===== config.mk =====
export PLATFORM = sky130hd
export DESIGN_NAME = mih_detect
export DESIGN_NICKNAME = d
export VERILOG_FILES = /design/src/rtl/mih_pkg.sv /design/src/rtl/mih_run_filter.sv /design/src/rtl/mih_detect.sv
export SDC_FILE = /design/constraint.sdc
export NUM_CORES = 1
export LEC_CHECK = 0
export BUFFER_PORTS_ARGS = -buffer_cell sky130_fd_sc_hd__buf_2
export CAP_MARGIN = 20
export CORE_MARGIN = 10
export CORE_UTILIZATION = 55
export DETAILED_ROUTE_END_ITERATION = 10
export PLACE_DENSITY = 0.77
export SETUP_SLACK_MARGIN = 0.05
export SYNTH_ARGS = -nofsm -noshare
export SYNTH_HDL_FRONTEND = slang
export SYNTH_HIERARCHICAL = 1
export SYNTH_SLANG_ARGS = --single-unit
export TNS_END_PERCENT = 10

===== constraint.sdc =====
create_clock -name clock -period 2.7 [get_ports clock]
set_clock_uncertainty 0.15 [all_clocks]
set_input_delay 0.135 -clock clock [delete_from_list [all_inputs] [get_ports clock]]
set_output_delay 0.135 -clock clock [all_outputs]
set_load 0.03 [all_outputs]

===== src/rtl/mih_pkg.sv =====
// Package for the microphone insert and hook switch detector.
// Holds the register map, field positions, reset values and sample timing.
// Assumes a 200 MHz clock and a byte-addressed register port with registers four addresses apart.
package mih_pkg;

    localparam int CLK_PERIOD_NS = 5;
    // Comparator sampling period and the delays built from it.
    localparam int SAMPLE_PERIOD_NS = 1000;
    localparam int SAMPLE_CYCLES = SAMPLE_PERIOD_NS / CLK_PERIOD_NS;
    localparam int INSERT_DETECT_DELAY_NS = 100000;
    localparam logic [7:0] INSERT_DELAY_SAMPLES = 8'(INSERT_DETECT_DELAY_NS / SAMPLE_PERIOD_NS);
    localparam logic [7:0] HOOK_RUN_SAMPLES = 8'h0A;
    localparam logic [7:0] HOOK_DB_SAMPLES = 8'h14;
    localparam logic [7:0] INSERT_RUN_SAMPLES = 8'h01;
    localparam logic [7:0] INSERT_DB_SAMPLES = 8'h08;

    localparam logic [7:0] ADDR_CTRL = 8'h00;
    localparam logic [7:0] ADDR_STATUS = 8'h04;
    localparam logic [7:0] ADDR_CLEAR = 8'h08;
    localparam logic [7:0] ADDR_IRQ_EN = 8'h0C;
    localparam logic [7:0] ADDR_STATE = 8'h10;

    // Control register fields.
    localparam int CTRL_MIC_POL = 0;
    localparam int CTRL_HOOK_POL = 1;
    localparam int CTRL_MIC_DB = 2;
    localparam int CTRL_HOOK_DB = 3;
    localparam int CTRL_GPIO_SEL = 4;
    localparam int CTRL_W = 5;
    localparam logic [CTRL_W-1:0] CTRL_RESET = 5'h00;

    // Status, clear, enable and state registers share this layout.
    localparam int EVT_MIC = 0;
    localparam int EVT_HOOK = 1;
    localparam int EVT_W = 2;
    localparam logic [EVT_W-1:0] EVT_RESET = 2'h0;

    typedef struct packed {
        logic [7:0] addr;
        logic [15:0] wdata;
        logic wr;
        logic rd;
    } mih_busreq_t;

endpackage


===== src/rtl/mih_run_filter.sv =====
// Consecutive-sample filter: the output follows the input only after a run
// of 'need' equal samples. Assumes level is already synchronised to clock.
`timescale 1ns/1ps
module mih_run_filter (
    input wire logic clock,
    input wire logic rst,
    input wire logic sampleTick,
    input wire logic level,
    input wire logic [7:0] need,
    output logic filtered
);
    logic [7:0] runCnt_r;

    // A single differing sample restarts the run, so bounce shorter than 'need' samples never leaks through.
    always_ff @(posedge clock)
    begin
        if (rst)
        begin
            runCnt_r <= 8'h00;
            filtered <= 1'b0;
        end
        else if (sampleTick)
        begin
            if (level == filtered)
                runCnt_r <= 8'h00;
            else if (runCnt_r + 8'h01 >= need)
            begin
                runCnt_r <= 8'h00;
                filtered <= level;
            end
            else
                runCnt_r <= runCnt_r + 8'h01;
        end
    end

    chk_change_on_tick: assert property (@(posedge clock) disable iff (rst)
        $changed(filtered) |-> $past(sampleTick) && $past(runCnt_r) + 8'h01 >= $past(need))
        else $error("Filter output changed without a full run of samples.");

endmodule


===== src/rtl/mih_detect.sv =====
// Microphone insert and hook switch detector with sticky interrupt flags.
// Assumes the two comparator inputs are asynchronous levels from the bias
// current sensing, and a host on the same clock using the register port.
//
// Functional notes
// Host clears mic insert polarity to 0 before insertion is expected.
// Insert detection uses a longer debounce run when its enable is 1.
// Hook press flagged only after 10 consecutive samples above threshold.
// Hook release flagged only after 10 consecutive samples below threshold.
// Hook detection uses a longer debounce run when its enable is 1.
// After insertion host sets insert polarity 1, then clears the flag.
// With the mic inserted, host sets hook polarity to 0.
// On hook press host sets hook polarity 1, then clears the flag.
// On hook release host sets hook polarity 0, then clears the flag.
// On removal host sets insert polarity 0, then clears the flag.
// Host polls the interrupt status register at every stage.
// Pin output shows steady insert or hook state, after detect delays.
// Flags stay set until cleared; polarity changes never clear them.
`timescale 1ns/1ps
module mih_detect
    import mih_pkg::*;
(
    input wire logic clock,
    input wire logic rst,
    input wire logic micInsertRaw,
    input wire logic hookPressRaw,
    input wire mih_pkg::mih_busreq_t busReq,
    output logic [15:0] rdData_r,
    output logic irq_r,
    output logic detectPin_r
);
    import mih_pkg::*;

    logic [1:0] insSync_r;
    logic [1:0] hookSync_r;
    logic [7:0] tickCnt_r;
    logic sampleTick_r;
    logic [CTRL_W-1:0] ctrl_r;
    logic [EVT_W-1:0] status_r;
    logic [EVT_W-1:0] status_nxt;
    logic [EVT_W-1:0] irqEn_r;
    logic [EVT_W-1:0] trig_r;
    logic [EVT_W-1:0] trig;
    logic [EVT_W-1:0] event_w;
    logic [EVT_W-1:0] clearReq;
    logic [7:0] insNeed;
    logic [7:0] hookNeed;
    logic insState;
    logic hookState;
    logic insSteady;
    logic hookLast_r;
    logic [7:0] hookRun_r;
    logic insLast_r;
    logic [7:0] insRun_r;

    // Two flops on each comparator level; only the second flop is read.
    always_ff @(posedge clock)
    begin
        if (rst)
        begin
            insSync_r <= 2'h0;
            hookSync_r <= 2'h0;
        end
        else
        begin
            insSync_r <= {insSync_r[0], micInsertRaw};
            hookSync_r <= {hookSync_r[0], hookPressRaw};
        end
    end

    always_ff @(posedge clock)
    begin
        if (rst)
        begin
            tickCnt_r <= 8'h00;
            sampleTick_r <= 1'b0;
        end
        else if (tickCnt_r == 8'(SAMPLE_CYCLES - 1))
        begin
            tickCnt_r <= 8'h00;
            sampleTick_r <= 1'b1;
        end
        else
        begin
            tickCnt_r <= tickCnt_r + 8'h01;
            sampleTick_r <= 1'b0;
        end
    end

    assign insNeed = ctrl_r[CTRL_MIC_DB] ? INSERT_DB_SAMPLES : INSERT_RUN_SAMPLES;
    assign hookNeed = ctrl_r[CTRL_HOOK_DB] ? HOOK_DB_SAMPLES : HOOK_RUN_SAMPLES;

    mih_run_filter u_insFilter (
        .clock(clock),
        .rst(rst),
        .sampleTick(sampleTick_r),
        .level(insSync_r[1]),
        .need(insNeed),
        .filtered(insState)
    );

    mih_run_filter u_hookFilter (
        .clock(clock),
        .rst(rst),
        .sampleTick(sampleTick_r),
        .level(hookSync_r[1]),
        .need(hookNeed),
        .filtered(hookState)
    );

    // The pin view of insertion waits the full insert detect delay.
    mih_run_filter u_insSteady (
        .clock(clock),
        .rst(rst),
        .sampleTick(sampleTick_r),
        .level(insState),
        .need(INSERT_DELAY_SAMPLES),
        .filtered(insSteady)
    );

    // A flag is raised when the state moves away from what the polarity
    // expects. Polarity only steers this trigger; it can raise a flag but never clears one.
    assign trig[EVT_MIC] = insState ^ ctrl_r[CTRL_MIC_POL];
    assign trig[EVT_HOOK] = hookState ^ ctrl_r[CTRL_HOOK_POL];
    assign event_w = trig & ~trig_r;
    assign clearReq = (busReq.wr && busReq.addr == ADDR_CLEAR) ? busReq.wdata[EVT_W-1:0] : 2'h0;
    assign status_nxt = (status_r & ~clearReq) | event_w;

    always_ff @(posedge clock)
    begin
        if (rst)
        begin
            trig_r <= EVT_RESET;
            status_r <= EVT_RESET;
        end
        else
        begin
            trig_r <= trig;
            status_r <= status_nxt;
        end
    end

    always_ff @(posedge clock)
    begin
        if (rst)
        begin
            ctrl_r <= CTRL_RESET;
            irqEn_r <= EVT_RESET;
        end
        else if (busReq.wr)
        begin
            if (busReq.addr == ADDR_CTRL)
                ctrl_r <= busReq.wdata[CTRL_W-1:0];
            if (busReq.addr == ADDR_IRQ_EN)
                irqEn_r <= busReq.wdata[EVT_W-1:0];
        end
    end

    always_ff @(posedge clock)
    begin
        if (rst)
            rdData_r <= 16'h0000;
        else if (busReq.rd)
        begin
            unique case (busReq.addr)
                ADDR_CTRL: rdData_r <= {11'h000, ctrl_r};
                ADDR_STATUS: rdData_r <= {14'h0000, status_r};
                ADDR_IRQ_EN: rdData_r <= {14'h0000, irqEn_r};
                ADDR_STATE: rdData_r <= {14'h0000, hookState, insState};
                default: rdData_r <= 16'h0000;
            endcase
        end
        else
            rdData_r <= 16'h0000;
    end

    always_ff @(posedge clock)
    begin
        if (rst)
            irq_r <= 1'b0;
        else
            irq_r <= |(status_nxt & irqEn_r);
    end

    always_ff @(posedge clock)
    begin
        if (rst)
            detectPin_r <= 1'b0;
        else
            detectPin_r <= ctrl_r[CTRL_GPIO_SEL] ? hookState : insSteady;
    end

    // Independent count of equal samples in a row. The run checks below use it so
    // that they do not lean on the filters they guard.
    always_ff @(posedge clock)
    begin
        if (rst)
        begin
            hookLast_r <= 1'b0;
            hookRun_r <= 8'h00;
            insLast_r <= 1'b0;
            insRun_r <= 8'h00;
        end
        else if (sampleTick_r)
        begin
            hookLast_r <= hookSync_r[1];
            insLast_r <= insSync_r[1];
            if (hookSync_r[1] != hookLast_r)
                hookRun_r <= 8'h01;
            else if (hookRun_r != 8'hFF)
                hookRun_r <= hookRun_r + 8'h01;
            if (insSync_r[1] != insLast_r)
                insRun_r <= 8'h01;
            else if (insRun_r != 8'hFF)
                insRun_r <= insRun_r + 8'h01;
        end
    end

    chk_flag_sticky: assert property (@(posedge clock) disable iff (rst)
        status_r[EVT_MIC] && !(busReq.wr && busReq.addr == ADDR_CLEAR && busReq.wdata[0])
        |=> status_r[EVT_MIC])
        else $error("Insert flag dropped without a clear.");

    chk_set_wins: assert property (@(posedge clock) disable iff (rst)
        event_w[EVT_HOOK] |=> status_r[EVT_HOOK])
        else $error("Hook event lost against a clear.");

    chk_pol_keeps_flag: assert property (@(posedge clock) disable iff (rst)
        busReq.wr && busReq.addr == ADDR_CTRL && status_r[EVT_HOOK] |=> status_r[EVT_HOOK])
        else $error("Polarity write cleared a pending hook flag.");

    chk_hook_run: assert property (@(posedge clock) disable iff (rst)
        $rose(hookState) |-> hookLast_r && hookRun_r >= HOOK_RUN_SAMPLES)
        else $error("Hook press accepted on fewer than ten samples.");

    chk_hook_release: assert property (@(posedge clock) disable iff (rst)
        $fell(hookState) |-> !hookLast_r && hookRun_r >= HOOK_RUN_SAMPLES)
        else $error("Hook release accepted on fewer than ten samples.");

    chk_insert_debounce: assert property (@(posedge clock) disable iff (rst)
        $changed(insState) && $past(ctrl_r[CTRL_MIC_DB]) |-> insRun_r >= INSERT_DB_SAMPLES)
        else $error("Insert debounce enable not applied.");

    chk_hook_debounce: assert property (@(posedge clock) disable iff (rst)
        $changed(hookState) && $past(ctrl_r[CTRL_HOOK_DB]) |-> hookRun_r >= HOOK_DB_SAMPLES)
        else $error("Hook debounce enable not applied.");

    chk_pin_source: assert property (@(posedge clock) disable iff (rst)
        !ctrl_r[CTRL_GPIO_SEL] && $stable(ctrl_r) |=> detectPin_r == $past(insSteady))
        else $error("Detect pin does not follow the steady insert state.");

    chk_irq_level: assert property (@(posedge clock) disable iff (rst)
        ##1 irq_r == |(status_r & $past(irqEn_r)))
        else $error("Interrupt output does not track enabled flags.");

endmodule


== Word level (Yosys, flattened, before mapping) ==
Cells that the tools add are included.
Storage, ports and cells
  memories: 0
  ROM bits: 0
  RAM bits: 0
  word-level logic and storage cells: 66
  bits in latches: 0
  flip-flop bits (word level): 69
  output and inout port bits: 18
Operators by class
  divide/modulo/power cells: 0
  shift-type cells: 0
  bitwise gates (word level): 12
  reduce and logical (&&, ||, !) cells: 10
  eq/ne operators: 8
  add/subtract/negate cells: 4
  magnitude comparators: 3
  multiply operators: 0
  muxes and demuxes: 12
Operator list (count)
  $mux W8: 6
  $add A8 B1 Y8 const B: 4
  $pmux W5 S4: 1
  $eq A8 B4 Y1 const B: 2
  $reduce_and A3 Y1: 3
  $eq A8 B3 Y1 const B: 1
  $eq A8 B5 Y1 const B: 1
  $eq A8 B8 Y1 const B: 1
  $ge A8 B4 Y1: 1
  $ge A8 B5 Y1: 1
  $ge A8 B7 Y1 const B: 1
  $logic_not A8 Y1: 1
  $and A2 B2 Y2: 3
  $reduce_or A2 Y1: 3
  $mux W5: 1
  $mux W4: 1
  $not A1 Y1: 4
  $not A2 Y2: 2
  $reduce_and A2 Y1: 2
  $eq A1 B1 Y1: 3
  $mux W1: 2
  $mux W2: 1
  $or A2 B2 Y2: 1
  $xor A1 B1 Y1: 2
  $logic_and A1 B1 Y1: 1

== Longest topological paths before layout ==
  depth after elaboration: 8
  gate-level depth with buffers: 10

== By module ==
Netlist, hierarchy kept.
By module, submodules not included
  mih_run_filter: seq. area each 180.2 µm², area each 636.9 µm², cells an instance 69, times used 3
  mih_detect: seq. area each 620.6 µm², area each 1326.3 µm², cells an instance 139, times used 1

== Worst setup path after synthesis ==
Ideal clock, no wire load.
  path type: reg2reg
  from: register u_hookFilter.runCnt_r[3]
  to: register u_hookFilter.runCnt_r[3]
  stages on the path, launching flop included: 11
  data arrival time: 1994 ps
  path buffers: 0
  data required time: 2492 ps
  path slack: 498 ps
  period minus slack after synthesis: 2202 ps
  cells stage by stage: dfxtp_1 and3_1 nand2_1 nor2_1 xor2_1 ha_1 a21oi_1 o21ai_2 a211oi_4 a21boi_1 a21o_1
On the way
  cells in the longest elaborated chain, start to end: 4
Ends and longest elaborated chain
  start: declaration: line mih_run_filter.sv:12  | logic [7:0] runCnt_r;
  start signal: assignment: line mih_run_filter.sv:32  | runCnt_r <= runCnt_r + 8'h01;
  $add A8 B1 Y8 (*): line mih_run_filter.sv:26, mih_run_filter.sv:32
  $ge A8 B5 Y1: line mih_run_filter.sv:26  | else if (runCnt_r + 8'h01 >= need)
  $mux W8 (*): line mih_run_filter.sv:26
  $mux W8 (*): line mih_run_filter.sv:24  | if (level == filtered)
Mark *: on every way between the ends. The rest lies on a longest branch, timed or not.
A chain may end at the register's enable or synchronous reset.

== Worst setup path after layout ==
  from: register u_hookFilter.runCnt_r[2]
  to: register u_hookFilter.runCnt_r[3]
Same word-level chain as after synthesis.

==> impl_table.tex <==
\begin{tabular}{lr}
\hline
Metric & Value \\
\hline
\multicolumn{2}{l}{\textbf{Status}} \\
\quad Run status & finished, final reports clean \\
\multicolumn{2}{l}{\textbf{Pwr}} \\
\quad LEAKAGE & 1.791 nW \\
\quad Switching Fraction & 22.56\% \\
\quad Sequential share of power & 44.3\% \\
\quad Share of power burned in the clock network & 49.9\% \\
\quad Power per cell area & 515.2 nW/µm² \\
\quad Cell internal pwr & 1.516 mW \\
\quad Proportion of power drawn by combinational gates & 5.8\% \\
\quad Switching Power & 441.4 µW \\
\quad Maximum vdd drop & 413.9 µV \\
\multicolumn{2}{l}{\textbf{Timing}} \\
\quad Achievable Freq & 0.4022 GHz \\
\quad Final number of max-transition violations & 0 \\
\quad Post-route clock period utilization & 92.09\% \\
\quad Shortest clock period the worst path allows after layout & 2486 ps \\
\quad Final setup violation count & 0 \\
\quad Post-route worst setup slack & 213.6 ps \\
\quad Final-layout setup total negative slack & 0 ps \\
\quad Actual slew at the worst max-slew pin & 594.6 ps \\
\quad Hold Vio Cnt, Final & 0 \\
\quad Relative slew margins & 60.21\% \\
\quad Setup repair after global routing missed its margin & yes \\
\multicolumn{2}{l}{\textbf{Global routing}} \\
\quad GRT Util Overall & 13.98\% \\
\quad Pin count of the biggest net entering global routing & 38 \\
\quad Total congestion overflow & 0 \\
\quad Wire length of the first global-routing pass & 11.25 mm \\
\quad Number of global-route vias before repair & 2543 \\
\quad Antenna violations before repair & 0 \\
\multicolumn{2}{l}{\textbf{Floorplan}} \\
\quad Core Area & 5608 µm² \\
\quad Num ports & 48 \\
\quad Die area & 9354 µm² \\
\quad Chip Height & 96.72 µm \\
\quad Die Span X & 96.72 µm \\
\quad Row Count & 27 \\
\quad Initial Utilization & 57.72\% \\
\multicolumn{2}{l}{\textbf{Critical path}} \\
\quad Data arrival, critical path & 2630 ps \\
\quad Delay of the slowest cell on the worst path & 440 ps \\
\quad Cell depth of the worst flop-to-flop path & 9 \\
\quad Critical path fanouts, max & 8 \\
\quad Worst path top cell family by delay & compound AO/OA/AOI/OAI gates \\
\quad Crit path depth & 9 \\
\quad Critical setup path kind & flop to flop \\
\quad Nature of the critical path startpoint & flop \\
\quad WP buf/inv & 0 \\
\quad Kind of end point of the critical path & flop \\
\quad Required time at the worst-slack endpoint & 2840 ps \\
\quad Series of cell instances along the critical path & nand3\_1 -> nor2\_1 -> xor2\_1 -> ha\_1 -> nand4\_1 -> a21oi\_1 -> a211oi\_4 -> a21boi\_1 -> a21o\_1 \\
\quad Slowest cell on the critical path & sky130\_fd\_sc\_hd\_\_dfxtp\_1 \\
\multicolumn{2}{l}{\textbf{Cells and area}} \\
\quad Highest-count cells in the layout ignoring fill and taps & 58 x sky130\_fd\_sc\_hd\_\_dfxtp\_1, 30 x sky130\_fd\_sc\_hd\_\_nor2\_1, 29 x sky130\_fd\_sc\_hd\_\_inv\_1, 29 x sky130\_fd\_sc\_hd\_\_conb\_1, 28 x sky130\_fd\_sc\_hd\_\_ha\_1 \\
\quad Relative area change from synthesis to final layout & 17.36\% \\
\quad Design area & 3799 µm² \\
\quad Most common cell after layout, fill and taps aside & sky130\_fd\_sc\_hd\_\_dfxtp\_1 \\
\quad Final cell utilization of the core & 67.74\% \\
\quad Diode insertion count for antenna repair & 0 \\
\quad Final std cells w/o fill & 483 \\
\quad Share of cells above drive strength 1 & 14.36\% \\
\quad Count of nets after finishing & 464 \\
\multicolumn{2}{l}{\textbf{Routing}} \\
\quad Number of vias in the routed layout & 2539 \\
\quad Post-detailed-route wirelength per cell & 13.18 µm \\
\quad M1 WL & 2.733 mm \\
\quad Remaining antenna violation count after routing & 0 \\
\quad First-pass DRT Iterations & 4 \\
\quad Met2 wire length & 3.322 mm \\
\quad First DRT Iteration DRCs & 85 \\
\quad Detail-routed via count per cell & 5.257 \\
\quad Routed wire length & 6.365 mm \\
\quad Residual DRC count & 0 \\
\quad Routed length on met3 & 232 µm \\
\quad Uppermost layer routed & met4 \\
\multicolumn{2}{l}{\textbf{Placed design}} \\
\quad Port Buf Inserts & 25 \\
\quad Post-detailed-placement half-perimeter wirelength & 4.820 mm \\
\quad Placed cells & 457 \\
\quad Cell Area, Placed & 3463 µm² \\
\quad Worst-case setup slack after placement & 212.8 ps \\
\quad Placer's final routability congestion estimate & 0.8156 \\
\multicolumn{2}{l}{\textbf{Yosys}} \\
\quad Synth top area share & 35.87\% \\
\quad Post-synthesis cell count & 346 \\
\quad Post-synth cell types & 42 \\
\quad Proportion of register bits with asynchronous set or reset after synthesis & 0\% \\
\quad Primary flip-flop cell chosen by synthesis mapping & sky130\_fd\_sc\_hd\_\_dfxtp\_1 \\
\quad Warnings from Yosys & 6 \\
\quad Average instance area after synthesis & 9.355 µm² \\
\quad Synth area leader & sky130\_fd\_sc\_hd\_\_dfxtp\_1 \\
\quad Portion of the post-synthesis area used by sequential elements & 35.87\% \\
\quad Leading cell types by total area after synthesis & sky130\_fd\_sc\_hd\_\_dfxtp\_1 36\%, sky130\_fd\_sc\_hd\_\_ha\_1 11\%, sky130\_fd\_sc\_hd\_\_a22o\_1 5.7\% \\
\quad Mapped cell area & 3237 µm² \\
\quad Number of synthesized flops with an enable pin & 0 \\
\quad Total of flip-flops plus latches after synthesis & 58 \\
\multicolumn{2}{l}{\textbf{Clock network}} \\
\quad Clock-pin slew reported for the worst setup and hold paths after clock tree synthesis & 70 ps \\
\quad Clock Sink Count & 58 \\
\quad TritonCTS clock tree & yes \\
\quad Post-cts gate resize count & 0 \\
\quad Bufs on Longest Clock Path & 2 \\
\quad Clock insertion delay at the later pin of the skew report & 350 ps \\
\quad Number of clock buffers inserted by TritonCTS & 9 \\
\quad Root buffer selected by CTS & sky130\_fd\_sc\_hd\_\_clkbuf\_8 \\
\quad H-tree Lvls & 3 \\
\multicolumn{2}{l}{\textbf{Flow run}} \\
\quad Count of maximum capacitance violations & 0 \\
\multicolumn{2}{l}{\textbf{Min path}} \\
\quad Hold Crit Depth & 4 \\
\quad Path category of the worst min-delay check & input port to flop \\
\hline
\end{tabular}
[stage by stage]
stage / hold slack, ps / total power, mW
after floorplan: 113.2 / 0.9676
after global placement: 195.1 / 0.9852
after global routing: 31.06 / 2.023
after CTS: 2.543 / 1.976
after detailed placement: 201.9 / 0.9881
final: 22.27 / 1.957
[Yosys cell counts, types with 4 or more instances]
master,instances
sky130_fd_sc_hd__a22o_1,21
sky130_fd_sc_hd__xor2_1,16
sky130_fd_sc_hd__nand2b_1,9
sky130_fd_sc_hd__buf_4,11
sky130_fd_sc_hd__inv_1,29
sky130_fd_sc_hd__nand3_1,13
sky130_fd_sc_hd__nand4_1,5
sky130_fd_sc_hd__nor2_1,30
sky130_fd_sc_hd__and2_1,7
sky130_fd_sc_hd__xnor2_1,9
sky130_fd_sc_hd__and3_1,4
sky130_fd_sc_hd__ha_1,28
sky130_fd_sc_hd__mux2i_1,15
sky130_fd_sc_hd__o21ai_0,6
sky130_fd_sc_hd__dfxtp_1,58
sky130_fd_sc_hd__a21oi_1,12
sky130_fd_sc_hd__nand2_1,19
sky130_fd_sc_hd__nor2b_1,7
[power by group through the flow]
stage / logic (mW) / clock network (mW) / registers (mW)
after global placement: 0.0996 / 0 / 0.886
after global routing: 0.128 / 1.03 / 0.867
final: 0.114 / 0.977 / 0.866
after floorplan: 0.0828 / 0 / 0.885
after CTS: 0.112 / 0.998 / 0.866
after detailed placement: 0.102 / 0 / 0.886
[registers in the layout, summed over array words and instances (netlist names)]
| signal | count |
|---|---|
| u_insFilter/filtered | 1 |
| ctrl_r | 5 |
| detectPin_r | 1 |
| trig_r | 2 |
| irqEn_r | 2 |
| rdData_r | 5 |
| u_insFilter/runCnt_r | 8 |
| u_hookFilter/filtered | 1 |
| sampleTick_r | 1 |
| tickCnt_r | 8 |
| hookSync_r | 2 |
| u_insSteady/runCnt_r | 8 |
| status_r | 2 |
| irq_r | 1 |
| u_insSteady/filtered | 1 |
| u_hookFilter/runCnt_r | 8 |
| insSync_r | 2 |
[worst paths after layout]
path	start	end	slack, ps
max reg2reg	u_hookFilter/runCnt_r[2]	u_hookFilter/runCnt_r[3]	210
min	busReq[20]	rdData_r[1]	20
min reg2reg	insSync_r[0]	insSync_r[1]	290
max	u_hookFilter/runCnt_r[2]	u_hookFilter/runCnt_r[3]	210
[layer usage]
metal / vias up / track usage, %
li1: 1288 / -
met1: 1199 / 14.89
met2: 44 / 24.85
met3: 8 / 5.110
met4: 0 / 4.510
met5: - / 0
[kinds of logic (layout without fill, tap and decap cells)]
family | count (synthesis) | count (layout) | synth area share (%)
fa+ha+maj | 28 | 28 | 10.82
xor+xnor | 25 | 25 | 6.765
other cells | 2 | 29 | 0.2320
simple gates | 115 | 115 | 20.06
buf+inv | 42 | 80 | 6.146
flops | 58 | 58 | 35.87
compound gates | 58 | 58 | 14.42
mux | 18 | 18 | 5.682
[repair_timing]
item | 4_1_cts | 5_1_grt
hold endpoints to repair | 10 | 0
hold buffers | 8 | 0
buffers inserted | 0 | 2
setup endpoints to repair | 0 | 2
[worst reg2reg max path, cell delays in order (launching register included)]
cell                       delay, ps
sky130_fd_sc_hd__dfxtp_1         440
sky130_fd_sc_hd__nand3_1         200
sky130_fd_sc_hd__nor2_1          160
sky130_fd_sc_hd__xor2_1          260
sky130_fd_sc_hd__ha_1            300
sky130_fd_sc_hd__nand4_1         120
sky130_fd_sc_hd__a21oi_1          90
sky130_fd_sc_hd__a211oi_4        430
sky130_fd_sc_hd__a21boi_1        210
sky130_fd_sc_hd__a21o_1           90
[area by class of cell]
class | instances | area (µm²)
Sequential cell | 58 | 1161
Multi-Input combinational cell | 273 | 1978
Fill cell | 457 | 1809
Tap cell | 72 | 90.09
Clock buffer | 9 | 123.9
Inverter | 29 | 108.9
Timing Repair Buffer | 35 | 220.2
Clock inverter | 7 | 116.4
Power figures use the tool's default switching activity.
